==> src/hdl/wake_cfg_pkg.sv <==
// Purpose: Shared constants for the wake and bus feature configuration block
// Assumes: 32-bit APB, one register per aligned word
// Notes: Feature-config bit positions follow the device register layout
`default_nettype none
package wake_cfg_pkg;
  localparam logic [7:0] ADDR_FEATURE_CONFIG = 8'h00;
  localparam logic [7:0] ADDR_FIRST_CONFIG = 8'h04;
  localparam logic [7:0] ADDR_STATION_ID_LO = 8'h08;
  localparam logic [7:0] ADDR_STATION_ID_HI = 8'h0C;
  localparam logic [7:0] ADDR_WAKE_STATUS = 8'h10;

  localparam int BIT_LINK_RESTORE_WAKE = 4;
  localparam int BIT_CARDBUS_MODE = 3;
  localparam int BIT_CLOCK_RUN = 2;
  localparam int BIT_FUNCTION_REGS = 1;
  localparam int BIT_FAST_BACK_TO_BACK = 0;

  localparam int BIT_POWER_WAKE_MASTER = 0;
  localparam int BIT_MAGIC_WAKE = 1;

  localparam int BIT_MAGIC_SEEN = 0;
  localparam int BIT_LINK_SEEN = 1;
  localparam int BIT_EVENT_ACTIVE = 2;

  localparam logic RESET_LINK_RESTORE_WAKE = 1'b0;
  localparam logic RESET_POWER_WAKE_MASTER = 1'b0;
  localparam logic RESET_MAGIC_WAKE = 1'b0;
  localparam logic [47:0] RESET_STATION_ID = 48'h0000_0000_0000;

  localparam int SYNC_RUN_BYTES = 6;
  localparam int ID_BYTES = 6;
  localparam int ID_COPIES = 16;
  localparam int STRAP_SETTLE = 3;
  localparam logic [7:0] SYNC_BYTE = 8'hFF;

  typedef enum logic [1:0] {
    hunt_sync,
    match_id,
    frame_found
  } magic_state_type;
endpackage
`default_nettype wire

==> src/hdl/magic_frame_matcher.sv <==
// Purpose: Scans received bytes for a magic wake pattern
// Assumes: Bytes arrive in order on pclk, address filtering done upstream
// Notes: Reports a match only at a good frame end
`default_nettype none
module magic_frame_matcher #(
  parameter int SYNC_LEN = wake_cfg_pkg::SYNC_RUN_BYTES,
  parameter int COPIES = wake_cfg_pkg::ID_COPIES
) (
  input wire logic pclk, // System clock
  input wire logic presetn, // Async reset, active low
  input wire logic [47:0] station_id, // Identifier, bits 47:40 first on wire
  input wire logic byte_valid, // Received byte strobe
  input wire logic [7:0] byte_data, // Received byte
  input wire logic frame_end, // Last byte of frame passed
  input wire logic frame_good, // Frame CRC good, with frame_end
  output logic match // One-cycle hit pulse
);
  import wake_cfg_pkg::*;

  if (SYNC_LEN < 1 || SYNC_LEN > 15 ||
      COPIES < 1 || COPIES > 31) begin : bad_counts
    $error("magic_frame_matcher: unsupported sync or copy count");
  end

  magic_state_type state;
  logic [3:0] sync_count;
  logic [2:0] id_index;
  logic [4:0] copy_count;

  function automatic logic [7:0] id_byte(input logic [47:0] id,
                                         input logic [2:0] idx);
    id_byte = id[8'(47 - 8 * int'(idx)) -: 8];
  endfunction

  wire is_sync = byte_data == SYNC_BYTE;
  wire sync_done = sync_count == 4'(SYNC_LEN);
  wire id_hit = byte_data == id_byte(station_id, id_index);
  wire first_hit = byte_data == id_byte(station_id, 3'd0);
  wire last_byte = id_index == 3'(ID_BYTES - 1);
  wire last_copy = copy_count == 5'(COPIES - 1);
  wire [3:0] restart_count = is_sync ? 4'h1 : 4'h0;

  always_ff @(posedge pclk or negedge presetn) begin
    if (!presetn) begin
      state <= hunt_sync;
      sync_count <= 4'h0;
      id_index <= 3'h0;
      copy_count <= 5'h00;
      match <= 1'b0;
    end else if (frame_end) begin
      match <= frame_good && state == frame_found;
      state <= hunt_sync;
      sync_count <= 4'h0;
      id_index <= 3'h0;
      copy_count <= 5'h00;
    end else begin
      match <= 1'b0;
      if (byte_valid) begin
        case (state)
          hunt_sync: begin
            // Sync run then first identifier byte
            if (sync_done && first_hit) begin
              state <= match_id;
              id_index <= 3'h1;
              copy_count <= 5'h00;
            end else if (is_sync) begin
              if (!sync_done) begin
                sync_count <= sync_count + 4'h1;
              end
            end else begin
              sync_count <= 4'h0;
            end
          end
          match_id: begin
            // Back-to-back copies without gaps
            if (id_hit) begin
              if (last_byte) begin
                id_index <= 3'h0;
                copy_count <= copy_count + 5'h01;
                if (last_copy) begin
                  state <= frame_found;
                end
              end else begin
                id_index <= id_index + 3'h1;
              end
            end else begin
              state <= hunt_sync;
              sync_count <= restart_count;
            end
          end
          default: begin
          end
        endcase
      end
    end
  end
endmodule // magic_frame_matcher
`default_nettype wire

==> src/hdl/wake_and_bus_feature_config.sv <==
// Purpose: Wake and bus feature configuration register with APB access
// Assumes: pclk at 50 MHz, strap and link pins asynchronous to pclk
// Notes: No wait states; pready is high in the first access cycle
`default_nettype none
module wake_and_bus_feature_config (
  input wire logic pclk, // System clock
  input wire logic presetn, // Async reset, active low
  input wire logic psel, // APB select
  input wire logic penable, // APB access phase
  input wire logic pwrite, // APB write
  input wire logic [7:0] paddr, // APB byte address
  input wire logic [31:0] pwdata, // APB write data
  input wire logic [3:0] pstrb, // APB byte strobes
  output logic [31:0] prdata, // APB read data
  output logic pready, // APB ready
  output logic pslverr, // APB error, unmapped address
  input wire logic strap_cardbus_mode, // Strap pin
  input wire logic strap_clock_run, // Strap pin
  input wire logic strap_function_regs, // Strap pin
  input wire logic strap_fast_back_to_back, // Strap pin
  input wire logic link_up_pin, // Cable link status pin
  input wire logic power_state_ok_pin, // Power state allows wake
  input wire logic rx_byte_valid, // Received byte strobe
  input wire logic [7:0] rx_byte, // Received byte
  input wire logic rx_frame_end, // Frame end pulse
  input wire logic rx_frame_good, // CRC good with frame end
  output logic power_event_request_n, // Power event, active low
  output logic cardbus_mode_enable, // Cardbus features on
  output logic clock_run_enable, // Clock-run support on
  output logic function_regs_enable, // Function registers on
  output logic fast_back_to_back_enable // Fast back-to-back on
);
  import wake_cfg_pkg::*;

  logic [3:0] strap_meta;
  logic [3:0] strap_sync;
  logic link_meta;
  logic link_sync;
  logic link_prev;
  logic power_meta;
  logic power_sync;
  logic straps_taken;
  logic link_restore_wake_enable;
  logic power_wake_master_enable;
  logic magic_wake_enable;
  logic [47:0] station_id;
  // Wake causes, cleared by writing ones
  logic magic_seen;
  logic link_seen;
  logic magic_match;

  // Pin synchronisers
  always_ff @(posedge pclk or negedge presetn) begin
    if (!presetn) begin
      strap_meta <= 4'h0;
      strap_sync <= 4'h0;
      link_meta <= 1'b0;
      link_sync <= 1'b0;
      link_prev <= 1'b0;
      power_meta <= 1'b0;
      power_sync <= 1'b0;
    end else begin
      strap_meta <= {strap_cardbus_mode, strap_clock_run,
                     strap_function_regs, strap_fast_back_to_back};
      strap_sync <= strap_meta;
      link_meta <= link_up_pin;
      link_sync <= link_meta;
      // Previous level marks the relink edge
      link_prev <= link_sync;
      power_meta <= power_state_ok_pin;
      power_sync <= power_meta;
    end
  end

  // Straps caught once, after the synchroniser has settled
  logic [1:0] strap_delay;

  // Settle count must cover both synchroniser stages
  if (STRAP_SETTLE < 2 || STRAP_SETTLE > 3) begin : bad_settle
    $error("strap settle count does not fit the delay counter");
  end

  always_ff @(posedge pclk or negedge presetn) begin
    if (!presetn) begin
      strap_delay <= 2'h0;
      straps_taken <= 1'b0;
      cardbus_mode_enable <= 1'b0;
      clock_run_enable <= 1'b0;
      function_regs_enable <= 1'b0;
      fast_back_to_back_enable <= 1'b0;
    end else if (!straps_taken) begin
      strap_delay <= strap_delay + 2'h1;
      if (strap_delay == 2'(STRAP_SETTLE)) begin
        straps_taken <= 1'b1;
        cardbus_mode_enable <= strap_sync[3];
        clock_run_enable <= strap_sync[2];
        function_regs_enable <= strap_sync[1];
        fast_back_to_back_enable <= strap_sync[0];
      end
    end
  end

  // APB decode
  wire setup = psel && !penable;
  wire access = psel && penable && pready;
  wire wr = access && pwrite;
  wire hit_feature = paddr == ADDR_FEATURE_CONFIG;
  wire hit_first = paddr == ADDR_FIRST_CONFIG;
  wire hit_id_lo = paddr == ADDR_STATION_ID_LO;
  wire hit_id_hi = paddr == ADDR_STATION_ID_HI;
  wire hit_status = paddr == ADDR_WAKE_STATUS;
  wire mapped = hit_feature || hit_first || hit_id_lo || hit_id_hi ||
                hit_status;

  function automatic logic [31:0] merge(input logic [31:0] old,
                                        input logic [31:0] data,
                                        input logic [3:0] strb);
    for (int i = 0; i < 4; i++) begin
      merge[8 * i +: 8] = strb[i] ? data[8 * i +: 8] : old[8 * i +: 8];
    end
  endfunction

  wire [31:0] feature_word = {27'h0, link_restore_wake_enable,
                              cardbus_mode_enable, clock_run_enable,
                              function_regs_enable,
                              fast_back_to_back_enable};
  wire [31:0] first_word = {30'h0, magic_wake_enable,
                            power_wake_master_enable};
  wire [31:0] status_word = {29'h0, !power_event_request_n, link_seen,
                             magic_seen};
  // Unmapped addresses read as zero
  wire [31:0] read_word =
    hit_feature ? feature_word :
    hit_first ? first_word :
    hit_id_lo ? station_id[31:0] :
    hit_id_hi ? {16'h0000, station_id[47:32]} :
    hit_status ? status_word : 32'h0000_0000;

  // Answer in the cycle after setup; idle read data stays zero
  always_ff @(posedge pclk or negedge presetn) begin
    if (!presetn) begin
      pready <= 1'b0;
      pslverr <= 1'b0;
      prdata <= 32'h0000_0000;
    end else begin
      pready <= setup;
      pslverr <= setup && !mapped;
      prdata <= (setup && !pwrite) ? read_word : 32'h0000_0000;
    end
  end

  // Software-written controls
  // Control bits need byte lane 0; the identifier honours every lane
  wire [31:0] id_lo_new = merge(station_id[31:0], pwdata, pstrb);
  wire [31:0] id_hi_new = merge({16'h0000, station_id[47:32]}, pwdata,
                                pstrb);
  always_ff @(posedge pclk or negedge presetn) begin
    if (!presetn) begin
      link_restore_wake_enable <= RESET_LINK_RESTORE_WAKE;
      power_wake_master_enable <= RESET_POWER_WAKE_MASTER;
      magic_wake_enable <= RESET_MAGIC_WAKE;
      station_id <= RESET_STATION_ID;
    end else if (wr) begin
      if (hit_feature && pstrb[0]) begin
        link_restore_wake_enable <= pwdata[BIT_LINK_RESTORE_WAKE];
      end else if (hit_first && pstrb[0]) begin
        power_wake_master_enable <= pwdata[BIT_POWER_WAKE_MASTER];
        magic_wake_enable <= pwdata[BIT_MAGIC_WAKE];
      end else if (hit_id_lo) begin
        station_id[31:0] <= id_lo_new;
      end else if (hit_id_hi) begin
        station_id[47:32] <= id_hi_new[15:0];
      end
    end
  end

  magic_frame_matcher #(
    .SYNC_LEN(SYNC_RUN_BYTES),
    .COPIES(ID_COPIES)
  ) matcher (
    .pclk(pclk),
    .presetn(presetn),
    .station_id(station_id),
    .byte_valid(rx_byte_valid),
    .byte_data(rx_byte),
    .frame_end(rx_frame_end),
    .frame_good(rx_frame_good),
    .match(magic_match)
  );

  // Wake causes; hardware set wins over software clear
  wire wake_allowed = power_wake_master_enable && power_sync;
  wire magic_set = magic_match && magic_wake_enable && wake_allowed;
  wire link_set = link_sync && !link_prev && link_restore_wake_enable &&
                  wake_allowed;
  wire clr_status = wr && hit_status && pstrb[0];
  wire clr_magic = clr_status && pwdata[BIT_MAGIC_SEEN];
  wire clr_link = clr_status && pwdata[BIT_LINK_SEEN];

  // Event output stays low while any cause is pending
  always_ff @(posedge pclk or negedge presetn) begin
    if (!presetn) begin
      magic_seen <= 1'b0;
      link_seen <= 1'b0;
      power_event_request_n <= 1'b1;
    end else begin
      magic_seen <= magic_set || (magic_seen && !clr_magic);
      link_seen <= link_set || (link_seen && !clr_link);
      power_event_request_n <= !(magic_set || link_set ||
                                 (magic_seen && !clr_magic) ||
                                 (link_seen && !clr_link));
    end
  end
endmodule // wake_and_bus_feature_config
`default_nettype wire

==> config.mk <==
export PLATFORM = sky130hd
export DESIGN_NAME = wake_and_bus_feature_config
export DESIGN_NICKNAME = d
export VERILOG_FILES = /design/src/hdl/wake_cfg_pkg.sv /design/src/hdl/magic_frame_matcher.sv /design/src/hdl/wake_and_bus_feature_config.sv
export SDC_FILE = /design/constraint.sdc
export NUM_CORES = 1
export LEC_CHECK = 0
export ABC_AREA = 1
export BUFFER_PORTS_ARGS = -buffer_cell sky130_fd_sc_hd__clkbuf_2
export CORE_MARGIN = 3
export CORE_UTILIZATION = 45
export CTS_BUF_LIST = sky130_fd_sc_hd__clkbuf_4
export DETAILED_ROUTE_END_ITERATION = 6
export PLACE_DENSITY = 0.66
export REMOVE_ABC_BUFFERS = 1
export SLEW_MARGIN = 25
export SYNTH_ARGS = -nofsm -noshare
export SYNTH_HDL_FRONTEND = slang
export SYNTH_SLANG_ARGS = --single-unit
==> constraint.sdc <==
create_clock -name pclk -period 2.8 [get_ports pclk]
set_input_delay 0.42 -clock pclk [delete_from_list [all_inputs] [get_ports pclk]]
set_output_delay 0.42 -clock pclk [all_outputs]
set_load 0.005 [all_outputs]
# [Word-level counts from Yosys, hierarchy flattened]
# Index checks and enable logic that the tools add are counted.
[classes] n_addsub=5 eq_ne=21 n_shift=1 muxes=36 n_bitwise=4 n_reduce_logical=56
[op_table] cell="$mux 32" count=4
[op_table] cell="$shiftx 55x8->8" count=1
[op_table] cell="$reduce_and 5->1" count=7
[op_table] cell="$mux 5" count=5
[op_table] cell="$mux 4" count=6
[op_table] cell="$logic_and 1x1->1" count=22
[op_table] cell="$mux 3" count=6
[op_table] cell="$eq 8x4->1 const B" count=2
[op_table] cell="$eq 8x8->1" count=2
[op_table] cell="$mux 16" count=1
[op_table] cell="$mux 2" count=6
[op_table] cell="$ne 4x4->1 const B" count=3
[op_table] cell="$reduce_and 6->1" count=2
[op_table] cell="$pmux 5 s2" count=1
[op_table] cell="$logic_or 1x1->1" count=9
[op_table] cell="$ne 3x2->1 const B" count=3
[op_table] cell="$eq 8x3->1 const B" count=1
[op_table] cell="$eq 8x5->1 const B" count=1
[op_table] cell="$eq 8x8->1 const B" count=1
[op_table] cell="$logic_not 1->1" count=8
[op_table] cell="$logic_not 8->1" count=1
[op_table] cell="$pmux 4 s2" count=1
[op_table] cell="$sub 6x6->7 const A" count=1
[op_table] cell="$ne 3x3->1 const B" count=2
[op_table] cell="other kinds (19)" count=27
[totals] reg_bits=123 output_inout_bits=39

# [Longest topological paths before layout]
# Gate-level depths: netlist (run 1).
[logic_depth] depth_word=11 ltp_mapped=18

# [Hierarchy]
# A second synthesis (run 1) with hierarchy kept.
[unflattened] cells_unflattened=786 area_unflattened_um2=6269.8
[modules_own_cells] module="wake_and_bus_feature_config" n_inst=1 cells_each=467 area_each_um2=4463.0 seq_area_each_um2=2703.8
[modules_own_cells] module="magic_frame_matcher" n_inst=1 cells_each=319 area_each_um2=1806.7 seq_area_each_um2=375.4

# [Worst setup path after synthesis (run 1)]
# No wires, ideal clock.
[synth_path] path_kind="reg-to-reg" start="register matcher.id_index[1]" end="register matcher.copy_count[0]" setup_time_ns=0.117 t_arrival_ns=2.006 setup_slack_ns=0.678 path_stages_with_launch=18 n_path_buf=1 period_less_slack_ns=2.122 path_cell_list="dfrtp_1 > ha_1 > buf_2 > nand2_1 > a21oi_1 > o21ai_1 > nand2_1 > nand2_1 > nand2_1 > nand2_1 > inv_2 > nand2_1 > nor2_2 > nand2_2 > nand2_4 > nand2_2 > nand2_1 > nand2_1"
[synth_between] elab_chain_cells=5 elab_cells_between_ends=7 cone_classes="1 x add/sub; 4 x eq/ne; 1 x shift; 1 x reduce/logical"
[synth_lines] item="start, declared" line_no="magic_frame_matcher.sv:27" source="logic [2:0] id_index;"
[synth_lines] item="start signal, assigned" line_no="magic_frame_matcher.sv:84" source="id_index <= id_index + 3'h1;"
[synth_lines] item="$sub 6x6->7" line_no="magic_frame_matcher.sv:32" source="id_byte = id[8'(47 - 8 * int'(idx)) -: 8];"
[synth_lines] item="$shiftx 55x8->8" line_no="magic_frame_matcher.sv:32"
[synth_lines] item="$eq 8x8->1" line_no="magic_frame_matcher.sv:37" source="wire id_hit = byte_data == id_byte(station_id, id_index);"
[synth_lines] item="$ne 3x2->1 (no line)"
[synth_lines] item="$reduce_and 5->1 (no line) *"
[synth_lines] item="end signal, assigned" line_no="magic_frame_matcher.sv:79" source="copy_count <= copy_count + 5'h01;"
[synth_lines] item="end, declared" line_no="magic_frame_matcher.sv:28" source="logic [4:0] copy_count;"
# Every way passes the cells marked *; elsewhere a longest branch is shown, timed or not.
# A chain may end at the register's enable or synchronous reset.

# [Final worst setup path (run 1)]
[layout_path] start="register matcher.id_index[1]" end="register matcher.sync_count[3]"
[layout_between] elab_chain_cells=5
[layout_lines] item="$sub 6x6->7" line_no="magic_frame_matcher.sv:32"
[layout_lines] item="$shiftx 55x8->8" line_no="magic_frame_matcher.sv:32"
[layout_lines] item="$eq 8x8->1" line_no="magic_frame_matcher.sv:37"
[layout_lines] item="$ne 3x3->1 (no line)"
[layout_lines] item="$reduce_and 5->1 (no line)"
[layout_lines] item="end signal, assigned" line_no="magic_frame_matcher.sv:68" source="sync_count <= sync_count + 4'h1;"
[layout_lines] item="end signal, assigned" line_no="magic_frame_matcher.sv:88" source="sync_count <= restart_count;"
[layout_lines] item="end, declared" line_no="magic_frame_matcher.sv:26" source="logic [3:0] sync_count;"
# No other way between the ends.

==> flow_metrics.env, run 1 <==
export IMPL_outcome="complete, but fails checks"
export IMPL_violations="design-rule violations"
export IMPL_drv_cap=0
export IMPL_routed_via_density=4.93
export IMPL_cts_buffers=17
export IMPL_drt_iter0_markers=488
export IMPL_startpoint_type="flop"
export IMPL_io_pins=105
export IMPL_grt_busiest_layer="met2"
export IMPL_tritoncts="done"
export IMPL_nets=938
export IMPL_clk_pin_slew_ns=0.13
export IMPL_required_ns=3.26
export IMPL_vias=5179
export IMPL_vdd_drop_max_mv=0.366
export IMPL_slew_viol_final=0
export IMPL_r2r_end="matcher.sync_count[3]$_DFFE_PN0P_"
export IMPL_yosysMostFrequentCell="nand2_1"
export IMPL_crit_path_end_kind="flop"
export IMPL_core_area_mm2=0.0128
export IMPL_yosysSeqAreaShare_pct=51.5
export IMPL_synth_area_leader_cell="dfrtp_1"
export IMPL_total_power_mw=4.10
export IMPL_ant_nets=0
export IMPL_setup_violations=0
export IMPL_ff2ff_path_depth=13
export IMPL_syn_inst=744
export IMPL_worst_hold_path_num_cells=3
export IMPL_grt_pass1_wl_um=24300
export IMPL_clock_sinks=123
export IMPL_critPathKind="reg2reg"
export IMPL_async_flop_share_pct=100
export IMPL_cts_setup_buffers=0
export IMPL_use_met2_pct=32.8
export IMPL_nFillCells=1207
export IMPL_antenna_found_initial=0
export IMPL_layout_drive_gt1_share_pct=20.3
export IMPL_rsz0062_at_grt="no"
export IMPL_grt_pass1_vias=4949
export IMPL_final_area_mm2=0.00710
export IMPL_num_rows=41
export IMPL_min_path_type="in2reg"
export IMPL_post_route_drc_count=2
export IMPL_grt_overflow_total=0
export IMPL_place_congestion=0.905
export IMPL_holdWs_ns=0.0749
export IMPL_p_leak_nw=3.74
export IMPL_dr_pass1_iters=7
export IMPL_track_usage_pct=21.2
export IMPL_synth_edf_count=0
export IMPL_fin_ws_ns=0.318
export IMPL_area_growth_pct=18.8
export IMPL_use_met3_pct=4.71
export IMPL_pre_cts_ws_ns=0.315
export IMPL_hpwl_um=11100
export IMPL_reg2reg_from="matcher.id_index[1]$_DFFE_PN0P_"
export IMPL_fmax_mhz=403
export IMPL_syn_avg_cell_area_um2=8.03
export IMPL_holdPathEnd="station_id[24]$_DFFE_PN0P_"
export IMPL_die_area_mm2=0.0147
export IMPL_wl_per_cell_um=14.1
export IMPL_netlist_area_mm2=0.00598
export IMPL_worst_pin_slew_ns=0.629
export IMPL_die_w_um=121
export IMPL_yosysTopAreaCellShare_pct=51.1
export IMPL_maxSlewHeadroom_pct=58.0
export IMPL_fin_crit_ns=2.48
export IMPL_worstHoldStart="pwdata[24]"
export IMPL_synth_warnings=0
export IMPL_synthFlopType="dfrtp_1"
export IMPL_skew_ns=0.0148
export IMPL_dpl_cell_area_mm2=0.00672
export IMPL_rrSetupSlack_ns=0.32
export IMPL_min_period_over_period_pct=88.6
export IMPL_antenna_cells=0
export IMPL_io_buffers=104
export IMPL_fin_tns_setup_ns=0
export IMPL_start_util_pct=46.6
export IMPL_wirelength_um=14800
export IMPL_ys_top_cells_by_area="dfrtp_1 51%, nand2_1 12%, inv_1 7.5%"
export IMPL_die_y_um=121
export IMPL_netlist_top_cells_count="186 x nand2_1, 122 x dfrtp_1, 120 x inv_1"
export IMPL_yosys_register_bits=123
export IMPL_finalHoldViolCount=0
export IMPL_ctsRootBufferMaster="clkbuf_4"
export IMPL_clock_path_buffers=2
export IMPL_grt_max_degree=55
export IMPL_cts_htree_levels=4
export IMPL_p_per_area_mw_per_mm2=577
export IMPL_gr_usage_met1_pct=29.7
export IMPL_crit_arrival_ns=2.95
export IMPL_ys_types=42
export IMPL_cp_max_fo=8
export IMPL_clk_latency_ns=0.53
per-stage QoR:
step	utilization, %	std cells
floorplan	-	724
global placement	52.4	1010
detailed placement	52.4	1010
CTS	55.4	1050
global route	55.4	1050
finish	55.4	1050
worst max-delay path, stage by stage, from the launching register on:
cell	delay, ns
dfrtp_1	0.42
buf_4	0.17
ha_1	0.22
nor2_2	0.32
o211ai_1	0.15
a21oi_1	0.22
nand3_1	0.10
nand2_1	0.08
nand2_1	0.06
nor2_2	0.19
nand3_2	0.18
nand2_1	0.18
nand2_1	0.07
nand2_1	0.06
layout by cell type, fill, tap and decap left out, types with 2 or more instances in the layout:
cell type | Yosys | final
nor2_2 | 6 | 6
clkbuf_2 | 1 | 103
ha_1 | 7 | 6
a31oi_1 | 2 | 2
inv_1 | 120 | 120
nand3b_1 | 3 | 3
buf_4 | 1 | 9
mux2_2 | 4 | 4
nand2_2 | 3 | 3
a211oi_1 | 4 | 4
clkinv_4 | 0 | 2
nor2_1 | 59 | 59
o21ai_0 | 37 | 37
clkbuf_4 | 0 | 17
o211ai_1 | 3 | 3
a21oi_1 | 46 | 46
inv_6 | 0 | 5
dlygate4sd3_1 | 0 | 8
nand3_2 | 2 | 2
xnor2_1 | 4 | 4
clkinv_8 | 0 | 2
nor3_4 | 2 | 2
nor3_1 | 24 | 24
o21ai_1 | 9 | 9
xor2_1 | 3 | 3
inv_2 | 9 | 9
buf_12 | 0 | 2
dfrtp_1 | 122 | 122
nand2_1 | 186 | 186
mux2i_1 | 8 | 8
nand3_1 | 42 | 42
nand4_1 | 5 | 5
inv_8 | 0 | 4
final cells by class:
cell class | count | area [um2] | area share [%]
timing repair buffer | 122 | 703 | 9.90
multi-input combinational | 471 | 2310 | 32.6
sequential | 123 | 3080 | 43.4
tap | 172 | 215 | 3.03
clock buffer | 17 | 128 | 1.80
clock inverter | 15 | 176 | 2.48
inverter | 130 | 488 | 6.87
how the worst max path moves through the flow:
stage | start | end | slack (ns)
detailed placement | matcher.id_index[2]$_DFFE_PN0P_ | matcher.copy_count[1]$_DFFE_PN0P_ | 0.32
floorplan | paddr[5] | station_id[16]$_DFFE_PN0P_ | 0.45
global route | matcher.id_index[2]$_DFFE_PN0P_ | matcher.sync_count[3]$_DFFE_PN0P_ | 0.04
CTS | matcher.id_index[2]$_DFFE_PN0P_ | matcher.sync_count[3]$_DFFE_PN0P_ | 0.27
finish | matcher.id_index[1]$_DFFE_PN0P_ | matcher.sync_count[3]$_DFFE_PN0P_ | 0.32
global placement | matcher.id_index[1]$_DFFE_PN0P_ | matcher.copy_count[0]$_DFFE_PN0P_ | 0.42
state kept, by name (all words and copies together), names as in the netlist, 2 cells and up:
| register | cells |
|---|---|
| strap_meta | 4 |
| matcher.copy_count | 5 |
| matcher.id_index | 3 |
| strap_sync | 4 |
| matcher.state | 2 |
| matcher.sync_count | 4 |
| strap_delay | 2 |
| station_id | 48 |
| prdata | 32 |
where the power goes:
part | switching [mW] | internal (mW)
logic | 0.636 | 0.314
clock network | 0.800 | 0.494
registers | 0.0337 | 1.82
kinds of logic (layout without fill, tap and decap cells):
kind of cell    Yosys count  count (layout)  share of synthesized area, %
simple gates            337             337                          24.3
buf+inv                 150             284                          9.82
flops                   123             123                          51.5
compound gates          108             108                          9.76
mux                      12              12                          2.09
fa+ha+maj                 7               7                          1.47
xor+xnor                  7               7                          1.03
repair_timing:
action                                 CTS  global route
endpoints found under the hold margin   42             0
setup endpoints to repair                0             4
gates resized for setup                  0             1
hold buffers                             8             0
layer usage:
layer / vias up / routed length (um)
met5: - / 0
met3: 18 / 839
met1: 2398 / 7010
li1: 2587 / -
met4: 0 / 238
met2: 176 / 6670
No activity file was read; power rests on OpenSTA's default activity.
==> inputs of run 2 (changes only) <==
- PLACE_DENSITY: 0.66 -> 0.62
==> run 2 against run 1 <==
Net effect:
- the flow now finishes without violations
- first-iteration DRC count shrank 28%
- cell count is the same
- total power grew 4.8%
- non-clock buffer count is the same
- highest routed layer unchanged
==> flow_metrics.env, run 2 (synthesized netlist as in run 1, its figures left out) <==
export IMPL_outcome="completed"
export IMPL_pre_cts_ws_ns=0.289
export IMPL_crit_path_end_kind="flop"
export IMPL_die_w_um=121
export IMPL_track_usage_pct=21.8
export IMPL_clock_sinks=123
export IMPL_total_power_mw=4.30
export IMPL_p_leak_nw=3.75
export IMPL_startpoint_type="flop"
export IMPL_top_regs="station_id: 48 flops, prdata: 32 flops, matcher.copy_count: 5 flops"
export IMPL_r2r_end="matcher.sync_count[0]$_DFFE_PN0P_"
export IMPL_layout_drive_gt1_share_pct=20.2
export IMPL_start_util_pct=46.6
export IMPL_io_buffers=104
export IMPL_rsz0062_at_grt="no"
export IMPL_finalNonFillerCells=1050
export IMPL_antenna_found_initial=0
export IMPL_worst_pin_slew_ns=0.665
export IMPL_largest_reg_flops=48
export IMPL_dpl_cell_area_mm2=0.00672
export IMPL_required_ns=3.28
export IMPL_tritoncts="done"
export IMPL_antenna_cells=0
export IMPL_fin_crit_ns=2.47
export IMPL_worst_hold_path_num_cells=3
export IMPL_fin_ws_ns=0.328
export IMPL_maxSlewHeadroom_pct=55.6
export IMPL_finalHoldViolCount=0
export IMPL_holdWs_ns=0.0629
export IMPL_layout_commonest_cell="nand2_1"
export IMPL_skew_ns=0.0205
export IMPL_clock_path_buffers=2
export IMPL_nets=938
export IMPL_die_y_um=121
export IMPL_ff2ff_path_depth=13
export IMPL_min_path_type="in2reg"
export IMPL_vias=5123
export IMPL_cp_max_fo=9
export IMPL_io_pins=105
export IMPL_regMostFlops="station_id"
export IMPL_drt_iter0_markers=351
export IMPL_critPathLaunch="matcher.id_index[1]$_DFFE_PN0P_"
export IMPL_grt_max_degree=75
export IMPL_clk_pin_slew_ns=0.12
export IMPL_grt_pass1_vias=5046
export IMPL_drv_cap=0
export IMPL_post_route_drc_count=0
export IMPL_critPathKind="reg2reg"
export IMPL_routed_via_density=4.88
export IMPL_clk_latency_ns=0.55
export IMPL_slew_viol_final=0
export IMPL_cts_buffers=17
export IMPL_wl_per_cell_um=14.2
export IMPL_layout_common_cells="186 x nand2_1, 122 x dfrtp_1, 120 x inv_1"
export IMPL_fin_tns_setup_ns=0
export IMPL_final_util_pct=55.7
export IMPL_ant_nets=0
export IMPL_setup_violations=0
export IMPL_gr_usage_met1_pct=30.4
export IMPL_grt_pass1_wl_um=24900
export IMPL_cts_setup_buffers=0
export IMPL_num_rows=41
export IMPL_reg2reg_from="matcher.id_index[1]$_DFFE_PN0P_"
export IMPL_final_area_mm2=0.00715
export IMPL_nFillCells=1217
export IMPL_hpwl_um=11300
export IMPL_p_per_area_mw_per_mm2=601
export IMPL_place_congestion=0.862
export IMPL_crit_arrival_ns=2.95
export IMPL_min_period_over_period_pct=88.3
export IMPL_fmax_mhz=405
export IMPL_grt_overflow_total=0
export IMPL_grt_busiest_layer="met2"
export IMPL_dr_pass1_iters=5
export IMPL_wirelength_um=14900
export IMPL_dp_cells=1010
export IMPL_use_met2_pct=34.3
export IMPL_die_area_mm2=0.0147
export IMPL_use_met3_pct=4.99
export IMPL_vdd_drop_max_mv=0.473
export IMPL_area_growth_pct=19.6
export IMPL_holdPathEnd="station_id[25]$_DFFE_PN0P_"
export IMPL_rrSetupSlack_ns=0.33
export IMPL_worstHoldStart="pwdata[25]"
export IMPL_cts_htree_levels=4
export IMPL_ctsRootBufferMaster="clkbuf_4"
export IMPL_core_area_mm2=0.0128
-- run 2: changes by cell type in the layout (fill, tap and decap cells not counted) --
cell / delta
clkinv_1: +1
inv_6: -3
inv_8: -4
clkinvlp_4: +2
clkinv_8: -2
bufinv_16: +4
clkinv_2: +2
-- run 2: repair_timing --
action	in CTS	in global routing
gates resized for setup	0	1
endpoints found under the hold margin	37	0
hold buffers	8	0
endpoints found under the setup margin	0	9
-- run 2: worst max path at each step --
stage	endpoint	slack, ns	cells after the start
2_1_floorplan	station_id[16]$_DFFE_PN0P_	0.45	8
3_3_place_gp	matcher.copy_count[4]$_DFFE_PN0P_	0.39	16
3_5_place_dp	matcher.copy_count[0]$_DFFE_PN0P_	0.29	14
4_1_cts	matcher.sync_count[0]$_DFFE_PN0P_	0.25	13
5_1_grt	matcher.sync_count[3]$_DFFE_PN0P_	0.05	13
6_report	matcher.sync_count[0]$_DFFE_PN0P_	0.33	13
-- run 2: layout make-up --
type                       instances  area (um2)  area share, %
clock inverter                    15         221           3.10
tap                              172         215           3.01
timing repair buffer             122         703           9.84
sequential                       123        3080           43.1
inverter                         130         488           6.83
clock buffer                      17         128           1.79
multi-input combinational        471        2310           32.4
-- run 2: report_power, final --
part | internal (mW) | switching, mW
Combinational | 0.314 | 0.606
Sequential | 1.82 | 0.0482
Clock | 0.798 | 0.708
-- run 2: layer usage --
metal	share of wire [%]	vias up
met5	0	-
met1	47	2359
met4	1.4	0
li1	-	2598
met3	6.0	17
met2	46	149
-- run 2: worst max-delay path: stages (launching register included) --
cell	delay (ns)
dfrtp_1	0.49
ha_2	0.48
nand2_1	0.21
a21oi_1	0.17
o21ai_1	0.08
nand2_1	0.10
nand3_1	0.07
nand2_1	0.08
nand2_1	0.08
nor2_2	0.18
nand3_2	0.17
nand2_1	0.16
nand2_1	0.07
nand2_1	0.06
